### src/logic/tcp_pkg.sv
// Constants shared by the capture/compare timer: register map, field positions,
// reset values, mode and edge-select codes.
// Assumes a 32-bit APB slave with byte addresses and one register per aligned word.
package tcp_pkg;

    localparam int unsigned ADDR_W = 8;

    // Register byte offsets
    localparam logic [ADDR_W-1:0] OFF_MODE_CTRL   = 8'h00;
    localparam logic [ADDR_W-1:0] OFF_CAPCMP_CTRL = 8'h04;
    localparam logic [ADDR_W-1:0] OFF_OUTPUT_CTRL = 8'h08;
    localparam logic [ADDR_W-1:0] OFF_PRESCALER   = 8'h0C;
    localparam logic [ADDR_W-1:0] OFF_COUNTER     = 8'h10;
    localparam logic [ADDR_W-1:0] OFF_CAPCMP_A    = 8'h14;
    localparam logic [ADDR_W-1:0] OFF_CAPCMP_B    = 8'h18;

    // mode_control_reg fields
    localparam int unsigned MC_OVF_BIT  = 0;
    localparam int unsigned MC_TOG_BIT  = 1;
    localparam int unsigned MC_MODE_LSB = 2;
    // capcmp_control_reg fields
    localparam int unsigned CC_A_CAP_BIT = 0;
    localparam int unsigned CC_A_OPP_BIT = 1;
    localparam int unsigned CC_B_CAP_BIT = 2;
    // output_control_reg fields
    localparam int unsigned OC_OUT_EN_BIT = 0;
    localparam int unsigned OC_INV_A_BIT  = 2;
    localparam int unsigned OC_INV_B_BIT  = 4;
    localparam int unsigned OC_OS_EN_BIT  = 5;
    localparam int unsigned OC_OS_TRG_BIT = 6;
    // prescaler_mode_reg fields
    localparam int unsigned PS_SEL_LSB  = 0;
    localparam int unsigned PS_ES_A_LSB = 4;
    localparam int unsigned PS_ES_B_LSB = 6;

    // Operating mode codes
    localparam logic [1:0] MODE_STOP      = 2'h0;
    localparam logic [1:0] MODE_FREE      = 2'h1;
    localparam logic [1:0] MODE_CLR_TRIG  = 2'h2;
    localparam logic [1:0] MODE_CLR_MATCH = 2'h3;

    // Valid-edge select codes
    localparam logic [1:0] ES_FALL = 2'h0;
    localparam logic [1:0] ES_RISE = 2'h1;
    localparam logic [1:0] ES_NONE = 2'h2;
    localparam logic [1:0] ES_BOTH = 2'h3;

    // Prescaler divide limits (count clock = pclk / (limit + 1))
    localparam logic [5:0] PSC_LIM_0 = 6'h00;
    localparam logic [5:0] PSC_LIM_1 = 6'h03;
    localparam logic [5:0] PSC_LIM_2 = 6'h0F;
    localparam logic [5:0] PSC_LIM_3 = 6'h3F;

    // Reset values and counter maximum
    localparam logic [15:0] RST_COUNT = 16'h0000;
    localparam logic [15:0] RST_CAPCMP = 16'h0000;
    localparam logic [15:0] CNT_MAX   = 16'hFFFF;
    localparam logic [1:0]  RST_ES    = ES_FALL;

endpackage

### src/logic/tcp_edge_detect.sv
// Two-flop synchroniser and edge detector for the two trigger inputs.
// Assumes trigger pins are asynchronous to pclk; pulses last one pclk cycle.
`timescale 1ns/1ps
module tcp_edge_detect
    import tcp_pkg::*;
(
    input  wire logic       pclk,
    input  wire logic       presetn,
    input  wire logic [1:0] pin_in,
    output logic      [1:0] rise,
    output logic      [1:0] fall
);

    typedef struct packed {
        logic [1:0] meta;
        logic [1:0] sync;
        logic [1:0] last;
    } tcp_edge_type;

    tcp_edge_type s_q;
    tcp_edge_type s_d;

    always_comb begin
        s_d      = s_q;
        s_d.meta = pin_in;
        s_d.sync = s_q.meta;
        s_d.last = s_q.sync;
    end

    always_ff @(posedge pclk or negedge presetn) begin
        if (!presetn) begin
            s_q <= '0;
        end else begin
            s_q <= s_d;
        end
    end

    // Edges come only from synchronised flops, never from the first stage
    for (genvar i = 0; i < 2; i++) begin : g_edge
        assign rise[i] = s_q.sync[i] & ~s_q.last[i];
        assign fall[i] = ~s_q.sync[i] & s_q.last[i];
    end

endmodule

### src/logic/tcp_timer.sv
// 16-bit capture/compare timer with periodic pulse and one-shot output, APB slave.
// Assumes trigger pins are asynchronous; APB master on pclk; zero-wait answers.
//
// Summary of operation
// - Dual capture in free-run leaves toggle_out unchanged unless capture toggling on.
// - With capture toggling on in dual capture and one-shot disabled, each valid trigger A edge inverts toggle_out.
// - Dual capture: trigger A edge loads register B, trigger B edge loads A.
// - If only trigger B edges are detected, register B never captures.
// - Compare match raises that register's match pulse; counter keeps counting except on A match in clear-on-A-match mode.
// - Register A captures on trigger B edge or opposite trigger A edge.
// - Register B captures the counter on each valid trigger A edge unless the timer is stopped.
// - Clear-on-A-match mode gives square wave: A sets period, B sets width.
// - Period is A+1 count clocks; high time is B+1 count clocks.
// - One-shot only in free-run or trigger-clear mode with one-shot enabled.
// - Software trigger or trigger A edge clears counter and starts one pulse.
// - During one-shot, A match and B match each raise their pulse and invert.
// - Pulse starts A+1 count clocks after trigger and lasts B-A clocks.
// - Free-run wraps after FFFF to 0000 and sets the overflow flag.
// - Trigger-clear mode captures into B and clears counter on trigger A edge.
// - Capture into A on the opposite trigger A edge raises no match A pulse.
//
// Added by the designer: the placing of the registers and the APB slave port.
`timescale 1ns/1ps
module tcp_timer
    import tcp_pkg::*;
(
    input  wire logic              pclk,
    input  wire logic              presetn,
    input  wire logic              psel,
    input  wire logic              penable,
    input  wire logic              pwrite,
    input  wire logic [ADDR_W-1:0] paddr,
    input  wire logic [31:0]       pwdata,
    output logic      [31:0]       prdata,
    output logic                   pready,
    output logic                   pslverr,
    input  wire logic              trigger_in_a,
    input  wire logic              trigger_in_b,
    output logic                   toggle_out,
    output logic                   irq_match_a,
    output logic                   irq_match_b
);

    typedef struct packed {
        logic [15:0] up_counter;
        logic [15:0] capcmp_reg_a;
        logic [15:0] capcmp_reg_b;
        logic        overflow_flag;
        logic        capture_toggle_en;
        logic [1:0]  op_mode;
        logic        a_capture;
        logic        a_opp_edge;
        logic        b_capture;
        logic        out_en;
        logic        inv_on_a;
        logic        inv_on_b;
        logic        oneshot_enable;
        logic [1:0]  psc_sel;
        logic [1:0]  edge_sel_a;
        logic [1:0]  edge_sel_b;
        logic [5:0]  psc_cnt;
        logic        os_busy;
        logic        out;
        logic        irq_a;
        logic        irq_b;
        logic [31:0] rdata;
    } tcp_state_type;

    tcp_state_type s_q;
    tcp_state_type s_d;

    logic [1:0] rise;
    logic [1:0] fall;
    logic       apb_wr;
    logic       apb_setup;
    logic       mapped;
    logic       tick;
    logic [5:0] psc_lim;
    logic       ea_valid;
    logic       ea_opp;
    logic       eb_valid;
    logic       match_a;
    logic       match_b;
    logic       oneshot_ok;
    logic       sw_trig;
    logic       os_trig;
    logic       clr_trig;
    logic       dual_cap;

    tcp_edge_detect u_edge (
        .pclk    (pclk),
        .presetn (presetn),
        .pin_in  ({trigger_in_b, trigger_in_a}),
        .rise    (rise),
        .fall    (fall)
    );

    function automatic logic edge_hit(input logic [1:0] es, input logic r, input logic f);
        logic hit;
        hit = 1'b0;
        case (es)
            ES_FALL: hit = f;
            ES_RISE: hit = r;
            ES_BOTH: hit = r | f;
            default: hit = 1'b0;
        endcase
        return hit;
    endfunction

    assign apb_wr    = psel & penable & pwrite;
    assign apb_setup = psel & ~penable;
    assign mapped    = (paddr == OFF_MODE_CTRL) || (paddr == OFF_CAPCMP_CTRL)
                    || (paddr == OFF_OUTPUT_CTRL) || (paddr == OFF_PRESCALER)
                    || (paddr == OFF_COUNTER) || (paddr == OFF_CAPCMP_A)
                    || (paddr == OFF_CAPCMP_B);
    // Zero-wait slave: every access completes in its first access cycle
    assign pready    = 1'b1;
    assign pslverr   = psel & penable & ~mapped;

    always_comb begin
        case (s_q.psc_sel)
            2'h0:    psc_lim = PSC_LIM_0;
            2'h1:    psc_lim = PSC_LIM_1;
            2'h2:    psc_lim = PSC_LIM_2;
            default: psc_lim = PSC_LIM_3;
        endcase
    end

    assign tick       = (s_q.op_mode != MODE_STOP) && (s_q.psc_cnt == psc_lim);
    assign ea_valid   = edge_hit(s_q.edge_sel_a, rise[0], fall[0]);
    assign eb_valid   = edge_hit(s_q.edge_sel_b, rise[1], fall[1]);
    // Opposite phase of trigger A: rising when falling is valid and vice versa
    assign ea_opp     = edge_hit(s_q.edge_sel_a, fall[0], rise[0]);
    assign match_a    = tick && !s_q.a_capture && (s_q.up_counter == s_q.capcmp_reg_a);
    assign match_b    = tick && !s_q.b_capture && (s_q.up_counter == s_q.capcmp_reg_b);
    assign oneshot_ok = s_q.oneshot_enable
                     && ((s_q.op_mode == MODE_FREE) || (s_q.op_mode == MODE_CLR_TRIG));
    assign sw_trig    = apb_wr && (paddr == OFF_OUTPUT_CTRL) && pwdata[OC_OS_TRG_BIT];
    assign os_trig    = oneshot_ok && (sw_trig || ea_valid);
    assign clr_trig   = (s_q.op_mode == MODE_CLR_TRIG) && ea_valid;
    assign dual_cap   = (s_q.op_mode == MODE_FREE) && s_q.a_capture && s_q.b_capture;

    always_comb begin
        s_d       = s_q;
        s_d.irq_a = 1'b0;
        s_d.irq_b = 1'b0;

        // Register writes first, so hardware events below win over them
        if (apb_wr) begin
            if (paddr == OFF_MODE_CTRL) begin
                s_d.overflow_flag     = pwdata[MC_OVF_BIT];
                s_d.capture_toggle_en = pwdata[MC_TOG_BIT];
                s_d.op_mode           = pwdata[MC_MODE_LSB +: 2];
            end else if (paddr == OFF_CAPCMP_CTRL) begin
                s_d.a_capture  = pwdata[CC_A_CAP_BIT];
                s_d.a_opp_edge = pwdata[CC_A_OPP_BIT];
                s_d.b_capture  = pwdata[CC_B_CAP_BIT];
            end else if (paddr == OFF_OUTPUT_CTRL) begin
                s_d.out_en         = pwdata[OC_OUT_EN_BIT];
                s_d.inv_on_a       = pwdata[OC_INV_A_BIT];
                s_d.inv_on_b       = pwdata[OC_INV_B_BIT];
                s_d.oneshot_enable = pwdata[OC_OS_EN_BIT];
            end else if (paddr == OFF_PRESCALER) begin
                s_d.psc_sel    = pwdata[PS_SEL_LSB +: 2];
                s_d.edge_sel_a = pwdata[PS_ES_A_LSB +: 2];
                s_d.edge_sel_b = pwdata[PS_ES_B_LSB +: 2];
            end else if (paddr == OFF_CAPCMP_A) begin
                s_d.capcmp_reg_a = pwdata[15:0];
            end else if (paddr == OFF_CAPCMP_B) begin
                s_d.capcmp_reg_b = pwdata[15:0];
            end
        end

        // Prescaler and counter
        if (s_q.op_mode == MODE_STOP) begin
            s_d.psc_cnt    = 6'h00;
            s_d.up_counter = RST_COUNT;
            s_d.os_busy    = 1'b0;
        end else begin
            s_d.psc_cnt = tick ? 6'h00 : 6'(s_q.psc_cnt + 6'h01);
            if (clr_trig || os_trig) begin
                s_d.up_counter = RST_COUNT;
            end else if (tick) begin
                if ((s_q.op_mode == MODE_CLR_MATCH) && (s_q.up_counter == s_q.capcmp_reg_a)) begin
                    s_d.up_counter = RST_COUNT;
                end else if (s_q.up_counter == CNT_MAX) begin
                    s_d.up_counter    = RST_COUNT;
                    s_d.overflow_flag = 1'b1;
                end else begin
                    s_d.up_counter = 16'(s_q.up_counter + 16'h0001);
                end
            end

            // Captures take the count before any clear of the same cycle
            if (s_q.a_capture && (s_q.a_opp_edge ? ea_opp : eb_valid)) begin
                s_d.capcmp_reg_a = s_q.up_counter;
                s_d.irq_a        = !s_q.a_opp_edge;
            end
            if (s_q.b_capture && ea_valid) begin
                s_d.capcmp_reg_b = s_q.up_counter;
                s_d.irq_b        = 1'b1;
            end
        end

        if (match_a) begin
            s_d.irq_a = 1'b1;
        end
        if (match_b) begin
            s_d.irq_b = 1'b1;
        end

        // Output pin; the match acts when the count leaves the compare value
        if (!s_q.out_en) begin
            s_d.out = 1'b0;
        end else if (s_q.op_mode == MODE_CLR_MATCH) begin
            if (match_a) begin
                s_d.out = 1'b1;
            end else if (match_b) begin
                s_d.out = 1'b0;
            end
        end else if (oneshot_ok) begin
            // A retrigger mid-pulse only restarts the count; the pin is not reset
            if (os_trig) begin
                s_d.os_busy = 1'b1;
            end else if (s_q.os_busy && (match_a ^ match_b)) begin
                s_d.out     = ~s_q.out;
                s_d.os_busy = !match_b;
            end
        end else if (dual_cap) begin
            if (s_q.capture_toggle_en && ea_valid) begin
                s_d.out = ~s_q.out;
            end
        end else if ((match_a && s_q.inv_on_a) ^ (match_b && s_q.inv_on_b)) begin
            s_d.out = ~s_q.out;
        end

        // Read data is sampled in the setup cycle and held through access
        if (apb_setup && !pwrite) begin
            s_d.rdata = 32'h0000_0000;
            if (paddr == OFF_MODE_CTRL) begin
                s_d.rdata[MC_OVF_BIT]      = s_q.overflow_flag;
                s_d.rdata[MC_TOG_BIT]      = s_q.capture_toggle_en;
                s_d.rdata[MC_MODE_LSB +: 2] = s_q.op_mode;
            end else if (paddr == OFF_CAPCMP_CTRL) begin
                s_d.rdata[CC_A_CAP_BIT] = s_q.a_capture;
                s_d.rdata[CC_A_OPP_BIT] = s_q.a_opp_edge;
                s_d.rdata[CC_B_CAP_BIT] = s_q.b_capture;
            end else if (paddr == OFF_OUTPUT_CTRL) begin
                s_d.rdata[OC_OUT_EN_BIT] = s_q.out_en;
                s_d.rdata[OC_INV_A_BIT]  = s_q.inv_on_a;
                s_d.rdata[OC_INV_B_BIT]  = s_q.inv_on_b;
                s_d.rdata[OC_OS_EN_BIT]  = s_q.oneshot_enable;
            end else if (paddr == OFF_PRESCALER) begin
                s_d.rdata[PS_SEL_LSB +: 2]  = s_q.psc_sel;
                s_d.rdata[PS_ES_A_LSB +: 2] = s_q.edge_sel_a;
                s_d.rdata[PS_ES_B_LSB +: 2] = s_q.edge_sel_b;
            end else if (paddr == OFF_COUNTER) begin
                s_d.rdata[15:0] = s_q.up_counter;
            end else if (paddr == OFF_CAPCMP_A) begin
                s_d.rdata[15:0] = s_q.capcmp_reg_a;
            end else if (paddr == OFF_CAPCMP_B) begin
                s_d.rdata[15:0] = s_q.capcmp_reg_b;
            end
        end
    end

    always_ff @(posedge pclk or negedge presetn) begin
        if (!presetn) begin
            s_q              <= '0;
            s_q.capcmp_reg_a <= RST_CAPCMP;
            s_q.capcmp_reg_b <= RST_CAPCMP;
            s_q.edge_sel_a   <= RST_ES;
            s_q.edge_sel_b   <= RST_ES;
        end else begin
            s_q <= s_d;
        end
    end

    assign prdata      = s_q.rdata;
    assign toggle_out  = s_q.out;
    assign irq_match_a = s_q.irq_a;
    assign irq_match_b = s_q.irq_b;
endmodule

### config.mk
export PLATFORM = sky130hd
export DESIGN_NAME = tcp_timer
export DESIGN_NICKNAME = d
export VERILOG_FILES = /design/src/logic/tcp_pkg.sv /design/src/logic/tcp_edge_detect.sv /design/src/logic/tcp_timer.sv
export SDC_FILE = /design/constraint.sdc
export NUM_CORES = 1
export LEC_CHECK = 0
export ABC_AREA = 1
export BUFFER_PORTS_ARGS = -buffer_cell sky130_fd_sc_hd__buf_4
export CAP_MARGIN = 20
export CORE_MARGIN = 5
export CORE_UTILIZATION = 50
export DETAILED_ROUTE_END_ITERATION = 8
export GPL_TIMING_DRIVEN = 0
export PLACE_DENSITY_LB_ADDON = 0.3
export SLEW_MARGIN = 0
export SYNTH_ARGS = -nofsm -noshare
export SYNTH_HDL_FRONTEND = slang
export SYNTH_SLANG_ARGS = --single-unit
### constraint.sdc
create_clock -name pclk -period 5.1 [get_ports pclk]
set_input_delay 1.53 -clock pclk [delete_from_list [all_inputs] [get_ports pclk]]
set_output_delay 1.53 -clock pclk [all_outputs]
set_load 0.05 [all_outputs]
==> run summary, run 1 <==
Together, buffers and inverters on the worst path number 4. The ratio of final minimum period to clock period is 0.929, and the switching share of power is 0.248. Summed over all cells, the static leakage comes to 3.95 nW.

Routability-driven placement finished with a final weighted congestion of 1.01. The most common cell after layout, fill and taps aside is sky130_fd_sc_hd__nand2_1. Post-route minimum period: 4740 ps. The unique cell type count in the Yosys netlist came out at 51. The run gives 0.415 mW as the power dissipated by switching net loads. The run gives 41 as the row count. For this block, the routed nets add up to 18.4 mm of wire. The run finished with clean final reports.

The via density per instance is 5.34. In the layout the commonest cells are sky130_fd_sc_hd__nand2_1, sky130_fd_sc_hd__o21ai_0, sky130_fd_sc_hd__inv_1. The HPWL after detailed placement is 13.7 mm. The length of the first detailed-routing pass in iterations was 5. Setup violations remaining at the end of the flow were counted as 0. The layout overhead on the synthesized area works out to 15.5%. The run gives 12500 µm² as the area inside the core boundary. The via count is 6094.

Dividing the synthesized area by the synthesized cell count gives 7.15 µm². The tools report the synthesized instance count as 887. The floorplan step set the die width to 123 µm. The slowest stage of the critical path is the sky130_fd_sc_hd__clkbuf_1 cell. The number of antenna violations at the first check in global routing is 0. TritonCTS built the clock tree.

The proportion of synthesized flip-flops having asynchronous set or reset came out at 1.00. Clock latency on the worst-skew pair, taken at its later pin, is 370 ps. The logs give 0 for the count of hold-fix buffers inserted at cts and 1125 for the cell total after placement. The final-layout worst hold slack is 354 ps. 0 antenna diodes ended up in the layout. Number of buffers inserted to repair setup after CTS: 0.

The tree is rooted in a sky130_fd_sc_hd__clkbuf_16. Broken down by cell family, the worst path's largest delay share belongs to buffers and inverters. The H-tree depth was 3. The critical path starts at paddr[1]. The transition time of the tightest slew-check pin works out to 684 ps.

The largest single stage delay on the critical path is 330 ps. The global-route usage over all layers is 0.257. The number of buffers on the longest clock path was 2; the number of top-level design ports was 84.

STA puts the critical path data required time at 3570 ps. Launch instance of the worst register-to-register path: s_q[55]. The tools report the number of global-route vias before repair as 5748. The setup total negative slack is 0 ps. The summed instance area of the synthesized netlist was 6340 µm². The tool flagged a number of max-cap violations equal to 0. For this design the ratio of total power to cell area is 228 nW/µm². Critical path startpoint category: an input port. After the flow finishes, the layout carries non-filler instances totaling 1141.

Based on the critical path, the design can be clocked at up to 0.211 GHz. The category of the worst setup path capture point was an output port. The count of state elements after synthesis came out at 97. Number of nets in the layout: 1021.

The tools report the initial core utilization as 0.507. For this design, the sink count on the clock tree is 97. The type of the tightest min-delay check was flop to flop. During placement, the flow inserted port buffers numbering 50. Walking the worst path, the cells encountered are buf_4 > nor2_2 > nand2_2 > inv_1 > nand2_1 > clkbuf_1 > nand4_1 > nor2_1 > buf_4.

The utilization after layout is 0.585. For the portion of total power attributed to sequential cells, the log shows 0.476. The classification of the worst setup path is input port to output port. The largest driver fanout on the critical path was 10. Entering global routing, the biggest net connects 51 pins. For this run, the number of Yosys warnings is 0. The worst-case IR drop observed on VDD is 0.000176 V. For this run the aggregate overflow at the end of global routing stands at 0.

Cell occurring most often along the worst timing path: sky130_fd_sc_hd__buf_4. The run gives 0 as the post-CTS resize count. The worst hold path begins at u_edge.s_d[2]. The tools report the part of the power in combinational logic as 0.094. The number of failing hold endpoints at the final stage was 0; the worst slew slack as a fraction of its limit was 0.544. The synthesized design contains 0 enable-type register cells. The post-route DRC violation count is 0. Clock edge transition at the registers on the reported setup and hold paths: 60 ps. The floorplan die area came out at 15000 µm².

The final clock skew was 11.8 ps; the post-detailed-route wirelength per cell was 16.1 µm. Cell internal power was estimated by the tool at 1.26 mW. The worst path arrival time was 3210 ps; the die height was 123 µm. Setup repair after global routing left no endpoint under its margin. The tools report the fraction of the yosys area taken by sequential cells as 0.383. The tools report the final-report max-slew violation count as 0. The global-route wire length before repair was 29.5 mm.

After filler insertion, the fill cell instance count of the layout stands at 1218. Share of layout cells above drive strength 1: 0.153. The share of power burned in the clock network is 0.430.

For the number of nets still failing antenna checks after routing, the log shows 0. The flip-flop cell with the highest count after synthesis was sky130_fd_sc_hd__dfrtp_1. The number of design-rule violations left by the first detailed-router iteration was 556; the CTS buffer count was 9.
[metrics by stage]
step                      power, mW  area [µm²]  worst slack [ps]
final                          1.67        7320               361
after global routing           1.72        7320               316
after CTS                      1.67        7320               418
after detailed placement      0.967        7020               425
after global placement        0.962        6990               404
after floorplan               0.906        6400               666
[logic make-up after synthesis]
logic type | Yosys count | share of synthesized area
buffers and inverters | 181 | 0.133
adders and majority gates | 10 | 0.0197
DFF | 97 | 0.383
and+or+nand+nor | 409 | 0.287
other | 2 | 0.00118
xor gates and xnor gates | 26 | 0.0359
AOI/OAI and AO/OA | 162 | 0.140
[final timing paths]
path	to	slack (ps)	cells after the start
min reg2reg	u_edge.s_d[0]	350	0
min	u_edge.s_d[0]	350	0
min in group asynchronous	s_q[91]	1200	1
max in group asynchronous	s_q[85]	3220	2
max	pslverr	360	9
max reg2reg	s_q[79]	2710	7
[state kept, by name, indices dropped and copies added (netlist names)]
| register | count |
|---|---|
| s_q | 72 |
| prdata | 16 |
| u_edge.s_d | 4 |
| u_edge.s_q | 2 |
| irq_match_a | 1 |
| irq_match_b | 1 |
| toggle_out | 1 |
[synth_stat cells, types with 10 or more instances]
cell                       count  area, µm²
sky130_fd_sc_hd__a21oi_1      19       95.1
sky130_fd_sc_hd__buf_2        10       50.1
sky130_fd_sc_hd__buf_4        34        255
sky130_fd_sc_hd__clkbuf_1     16       60.1
sky130_fd_sc_hd__dfrtp_1      97       2430
sky130_fd_sc_hd__ha_1         10        125
sky130_fd_sc_hd__inv_1       107        402
sky130_fd_sc_hd__nand2_1     255        957
sky130_fd_sc_hd__nand3_1      51        255
sky130_fd_sc_hd__nor2_1       53        199
sky130_fd_sc_hd__o21ai_0     107        536
sky130_fd_sc_hd__o22ai_1      14       87.6
sky130_fd_sc_hd__xnor2_1      15        131
sky130_fd_sc_hd__xor2_1       11       96.3
[power groups by stage]
stage	Sequential (mW)	Clock, mW	Combinational (mW)
6_report	0.796	0.718	0.158
5_1_grt	0.797	0.751	0.175
4_1_cts	0.795	0.720	0.158
3_5_place_dp	0.810	0	0.157
3_3_place_gp	0.809	0	0.153
2_1_floorplan	0.807	0	0.0990
[layer usage]
| metal | track usage | wire [µm] | vias up |
|---|---|---|---|
| met5 | 0 | 0 | - |
| met4 | 0.128 | 718 | 0 |
| met3 | 0.0622 | 1990 | 59 |
| met2 | 0.391 | 8050 | 332 |
| met1 | 0.343 | 7630 | 2748 |
| li1 | - | - | 2955 |
[area by class of cell]
type | instances | area [µm²] | area share
Timing Repair Buffer | 51 | 403 | 0.0550
Inverter | 119 | 457 | 0.0624
Clock inverter | 2 | 35.0 | 0.00478
Sequential cell | 97 | 2430 | 0.331
Tap cell | 172 | 215 | 0.0294
Clock buffer | 14 | 274 | 0.0374
Multi-Input combinational cell | 624 | 3130 | 0.427
Buffer | 62 | 384 | 0.0524
Power figures use the tool's default switching activity.
==> run 2: changes to the inputs <==
--- a/config.mk
+++ b/config.mk
@@ -5,10 +5,9 @@
 export SDC_FILE = /design/constraint.sdc
 export NUM_CORES = 1
 export LEC_CHECK = 0
-export ABC_AREA = 1
 export BUFFER_PORTS_ARGS = -buffer_cell sky130_fd_sc_hd__buf_4
 export CAP_MARGIN = 20
-export CORE_MARGIN = 5
+export CORE_ASPECT_RATIO = 0.75
 export CORE_UTILIZATION = 50
 export DETAILED_ROUTE_END_ITERATION = 8
 export GPL_TIMING_DRIVEN = 0
==> run 2 against run 1 <==
Routed wire length down 14%. Cell count down 22%. Critical path depth down 4. Die area down 18%. Synthesized cell count down 26%. Synthesized area down 5.9%. Sequential power up 12%. Global-route usage up 1.2 points. Utilization up 0.73 points. Combinational power rose to 3.6 times the previous value. Maximum frequency up 4.9%. Largest power group unchanged. Power up 26%.
==> run summary, run 2 <==
For the total power draw, the log shows 2.11 mW (was 1.67 mW). The count of state elements after synthesis was 97 (unchanged); the synthesized instance count was 652 (was 887). Largest driver fanout on the critical path: 10 (unchanged). The run gives 1.38 mW (was 1.26 mW) as the cell-internal power.

The tools report the total of fill cells in the finished design as 1033 (was 1218). The run finished with clean final reports. The tools report the number of global-route vias before repair as 4810 (was 5748). Length of the first detailed-routing pass in iterations: 7 (was 5). Chain of cells forming the critical path: buf_2 > buf_1 > nand2_1 > a211oi_1 > buf_4 (was buf_4 > nor2_2 > nand2_2 > inv_1 > nand2_1 > clkbuf_1 > nand4_1 > nor2_1 > buf_4).

The run gives 0.407 (was 0.383) as the fraction of the yosys area taken by sequential cells. For the number of buffers on the longest clock path, the log shows 2 (unchanged). The tools report the clock net sink count as 97 (unchanged). Type of the tightest min-delay check: flop to flop (unchanged).

The layout overhead on the synthesized area was 15.4% (was 15.5%). Flip-flop cell with the highest count after synthesis: sky130_fd_sc_hd__dfrtp_1 (unchanged). The CTS buffer count was 9 (unchanged); the global-route usage over all layers was 0.269 (was 0.257). The worst path arrival time is 2990 ps (was 3210 ps).

The post-detailed-route wirelength per cell is 17.8 µm (was 16.1 µm). The horizontal extent of the die came out at 128 µm (was 123 µm). The tools report the post-route DRC violation count as 0 (unchanged). Count of hold-fix buffers inserted at cts: 0 (unchanged). For the placed wire-length estimate after detailed placement, the log shows 11.7 mm (was 13.7 mm). Part of the power in combinational logic: 0.273 (was 0.094). The number of top-level design ports was 84 (unchanged). Clock edge transition at the registers on the reported setup and hold paths: 70 ps (was 60 ps). The logs give 3 (unchanged) for the H-tree depth and 0 (unchanged) for the number of nets still failing antenna checks after routing. The run gives 0 (unchanged) as the number of synthesis warnings. Most frequent cell after synthesis: sky130_fd_sc_hd__dfrtp_1 (was sky130_fd_sc_hd__nand2_1). Setup repair after global routing left no endpoint under its margin. The root cell of the clock tree is sky130_fd_sc_hd__clkbuf_16 (unchanged). The ratio of final minimum period to clock period came out at 0.886 (was 0.929). The share of layout cells above drive strength 1 was 0.202 (was 0.153). The count of flip-flops with a built-in enable after synthesis is 0 (unchanged). The number of buffers inserted to repair setup after CTS was 0 (unchanged); the count of input and output buffers was 48 (was 50). The tools report the final-report max-slew violation count as 0 (unchanged). The largest stage delay on the critical path works out to 540 ps (was 330 ps).

The top cell type by total area after synthesis was sky130_fd_sc_hd__dfrtp_1 (unchanged). The critical path startpoint category was an input port (unchanged). The register ranked first by flip-flop count is s_q (unchanged). Final RePlAce weighted congestion: 0.891 (was 1.01). The summed instance area of the synthesized netlist was 5960 µm² (was 6340 µm²); the highest clock frequency the design can meet was 0.221 GHz (was 0.211 GHz). The area share of the largest cell type after synthesis was 0.407 (was 0.383); the setup total negative slack was 0 ps (unchanged). For the row count, the log shows 34 (was 41). The final clock skew was 8.91 ps (was 11.8 ps); the floorplan die area was 12400 µm² (was 15000 µm²). TritonCTS built the clock tree.

The proportion of synthesized flip-flops having asynchronous set or reset was 1.00 (unchanged). Leading cell types in the layout, fill and taps excluded: sky130_fd_sc_hd__dfrtp_1, sky130_fd_sc_hd__buf_4, sky130_fd_sc_hd__nand2_1 (was sky130_fd_sc_hd__nand2_1, sky130_fd_sc_hd__o21ai_0, sky130_fd_sc_hd__inv_1). The tools report the portion of total power attributed to sequential cells as 0.424 (was 0.476). The power density relative to cell area was 307 nW/µm² (was 228 nW/µm²). The number of nets in the layout was 784 (was 1021).

For the total overflow reported by the global router, the log shows 0 (unchanged). The run gives 5113 (was 6094) as the via count. The number of antenna violations at the first check in global routing was 0 (unchanged); the post-place setup slack was 613 ps (was 425 ps).

The average size of a mapped cell was 9.15 µm² (was 7.15 µm²); the die height was 96.6 µm (was 123 µm). The power dissipated by switching net loads is 0.733 mW (was 0.415 mW), and the number of design-rule violations left by the first detailed-router iteration is 536 (was 556). The slowest cell on the critical path was sky130_fd_sc_hd__buf_1 (was sky130_fd_sc_hd__clkbuf_1). The share of power burned in the clock network was 0.303 (was 0.430). The worst-case register-to-register setup slack is 2120 ps (was 2710 ps).

The most common cell after layout, fill and taps aside is sky130_fd_sc_hd__dfrtp_1 (was sky130_fd_sc_hd__nand2_1). The switching share of power was 0.347 (was 0.248); the insertion delay of the later-clocked pin in the worst-skew pair was 350 ps (was 370 ps). The max-capacitance violation count is 0 (unchanged), and the leakage power of the design is 3.01 nW (was 3.95 nW).

Main area contributors after synthesis: sky130_fd_sc_hd__dfrtp_1, sky130_fd_sc_hd__mux2i_1, sky130_fd_sc_hd__xor2_1, sky130_fd_sc_hd__nand2_1, sky130_fd_sc_hd__o21ai_0 (was sky130_fd_sc_hd__dfrtp_1, sky130_fd_sc_hd__nand2_1, sky130_fd_sc_hd__o21ai_0, sky130_fd_sc_hd__inv_1, sky130_fd_sc_hd__nand3_1). The logs give 0 (unchanged) for the final antenna diode count and 66 (was 51) for the unique cell type count in the Yosys netlist. For the total length of routed wires, the log shows 15.9 mm (was 18.4 mm). Initial core utilization: 0.514 (was 0.507). The post-route minimum period was 4520 ps (was 4740 ps). The largest vdd supply drop came out at 0.000219 V (was 0.000176 V). The area inside the core boundary is 11600 µm² (was 12500 µm²). Setup-violating endpoint count in the final report: 0 (unchanged). Synth cell count leaders: sky130_fd_sc_hd__dfrtp_1, sky130_fd_sc_hd__nand2_1, sky130_fd_sc_hd__mux2i_1 (was sky130_fd_sc_hd__nand2_1, sky130_fd_sc_hd__inv_1, sky130_fd_sc_hd__o21ai_0).

The classification of the worst setup path was input port to output port (unchanged). The endpoint required time on the critical path was 3570 ps (about the same); the via density per instance was 5.73 (was 5.34). The number of flip-flops in the largest register works out to 72 (unchanged).

The number of failing hold endpoints at the final stage is 0 (unchanged). For the pin count of the biggest net entering global routing, the log shows 52 (was 51). The tools report the final setup slack of the worst path as 581 ps (was 361 ps). Post-CTS resize count: 0 (unchanged).

The worst slew slack as a fraction of its limit was 0.286 (was 0.544). The tools report the category of the worst setup path capture point as an output port (unchanged). The run gives 25.0 mm (was 29.5 mm) as the global-route wire length before repair. The transition time of the tightest slew-check pin works out to 1060 ps (was 684 ps).
## run 2: cell types whose count changed after synthesis, moves of 8 or more
cell	previous run	this run
sky130_fd_sc_hd__mux2_2	0	14
sky130_fd_sc_hd__a21oi_1	19	39
sky130_fd_sc_hd__inv_1	107	14
sky130_fd_sc_hd__nand2_1	255	78
sky130_fd_sc_hd__mux2i_1	0	54
sky130_fd_sc_hd__o22ai_1	14	3
sky130_fd_sc_hd__o21ai_0	107	53
sky130_fd_sc_hd__xor2_1	11	35
sky130_fd_sc_hd__buf_2	10	21
sky130_fd_sc_hd__inv_2	8	0
sky130_fd_sc_hd__nand3_1	51	12
sky130_fd_sc_hd__xnor2_1	15	1
## run 2: cell type report
cell class	count	area, µm²	share of cell area
tap	162	203	0.0295
inverter	14	52.6	0.00764
multi-input combinational	479	3090	0.449
timing repair buffer	49	388	0.0564
buffer	77	454	0.0660
clock buffer	10	229	0.0333
sequential	97	2430	0.353
clock inverter	5	40.0	0.00582
## run 2: critical path, delay by kind of cell
kind / cells / cell delay [ps]
AO/OA/AOI/OAI: 1 / 270
buffers and inverters: 3 / 1020
AND/OR/NAND/NOR: 1 / 180
## run 2: kinds of logic (layout without fill, tap and decap cells)
| kind of cell | Yosys count | count (layout) | share of synthesized area |
|---|---|---|---|
| AO/OA/AOI/OAI | 142 | 142 | 0.147 |
| XOR/XNOR | 36 | 36 | 0.0529 |
| adder cells (fa/ha/maj) | 10 | 10 | 0.0210 |
| buffers and inverters | 91 | 155 | 0.0850 |
| flip-flops | 97 | 97 | 0.407 |
| multiplexers | 69 | 69 | 0.121 |
| other | 2 | 17 | 0.00126 |
| AND/OR/NAND/NOR | 205 | 205 | 0.165 |
## run 2: final timing paths
path                               start            end  cells after the start
max in group asynchronous        presetn        s_q[94]                      2
hold reg to reg            u_edge.s_d[3]  u_edge.s_d[1]                      0
hold / removal             u_edge.s_d[3]  u_edge.s_d[1]                      0
setup / recovery                paddr[2]        pslverr                      5
setup reg to reg                s_q[104]       s_q[104]                      8
min in group asynchronous        presetn      prdata[9]                      1
## run 2: metal layers
metal  vias to the layer above  GRT usage  wire length, µm
li1                       2380          -                -
met1                      2514      0.372             7290
met2                       193      0.427             7250
met3                        26     0.0556             1080
met4                         0     0.0863              273
met5                         -          0                0
## run 2: power by group through the flow
| stage | logic (mW) | clock network [mW] | registers (mW) |
|---|---|---|---|
| after floorplan | 0.405 | 0 | 0.893 |
| after global placement | 0.539 | 0 | 0.902 |
| after detailed placement | 0.563 | 0 | 0.908 |
| after CTS | 0.566 | 0.645 | 0.894 |
| after global routing | 0.633 | 0.676 | 0.904 |
| final | 0.576 | 0.640 | 0.895 |
## run 2: metrics by stage
stage                     std cells  utilization  hold slack [ps]  area (µm²)
after CTS                       893        0.592              354        6880
after global routing            893        0.592              372        6880
after global placement          877        0.567              332        6580
after detailed placement        878        0.569              338        6610
after floorplan                 667            -              331        6020
final                           893        0.592              351        6880
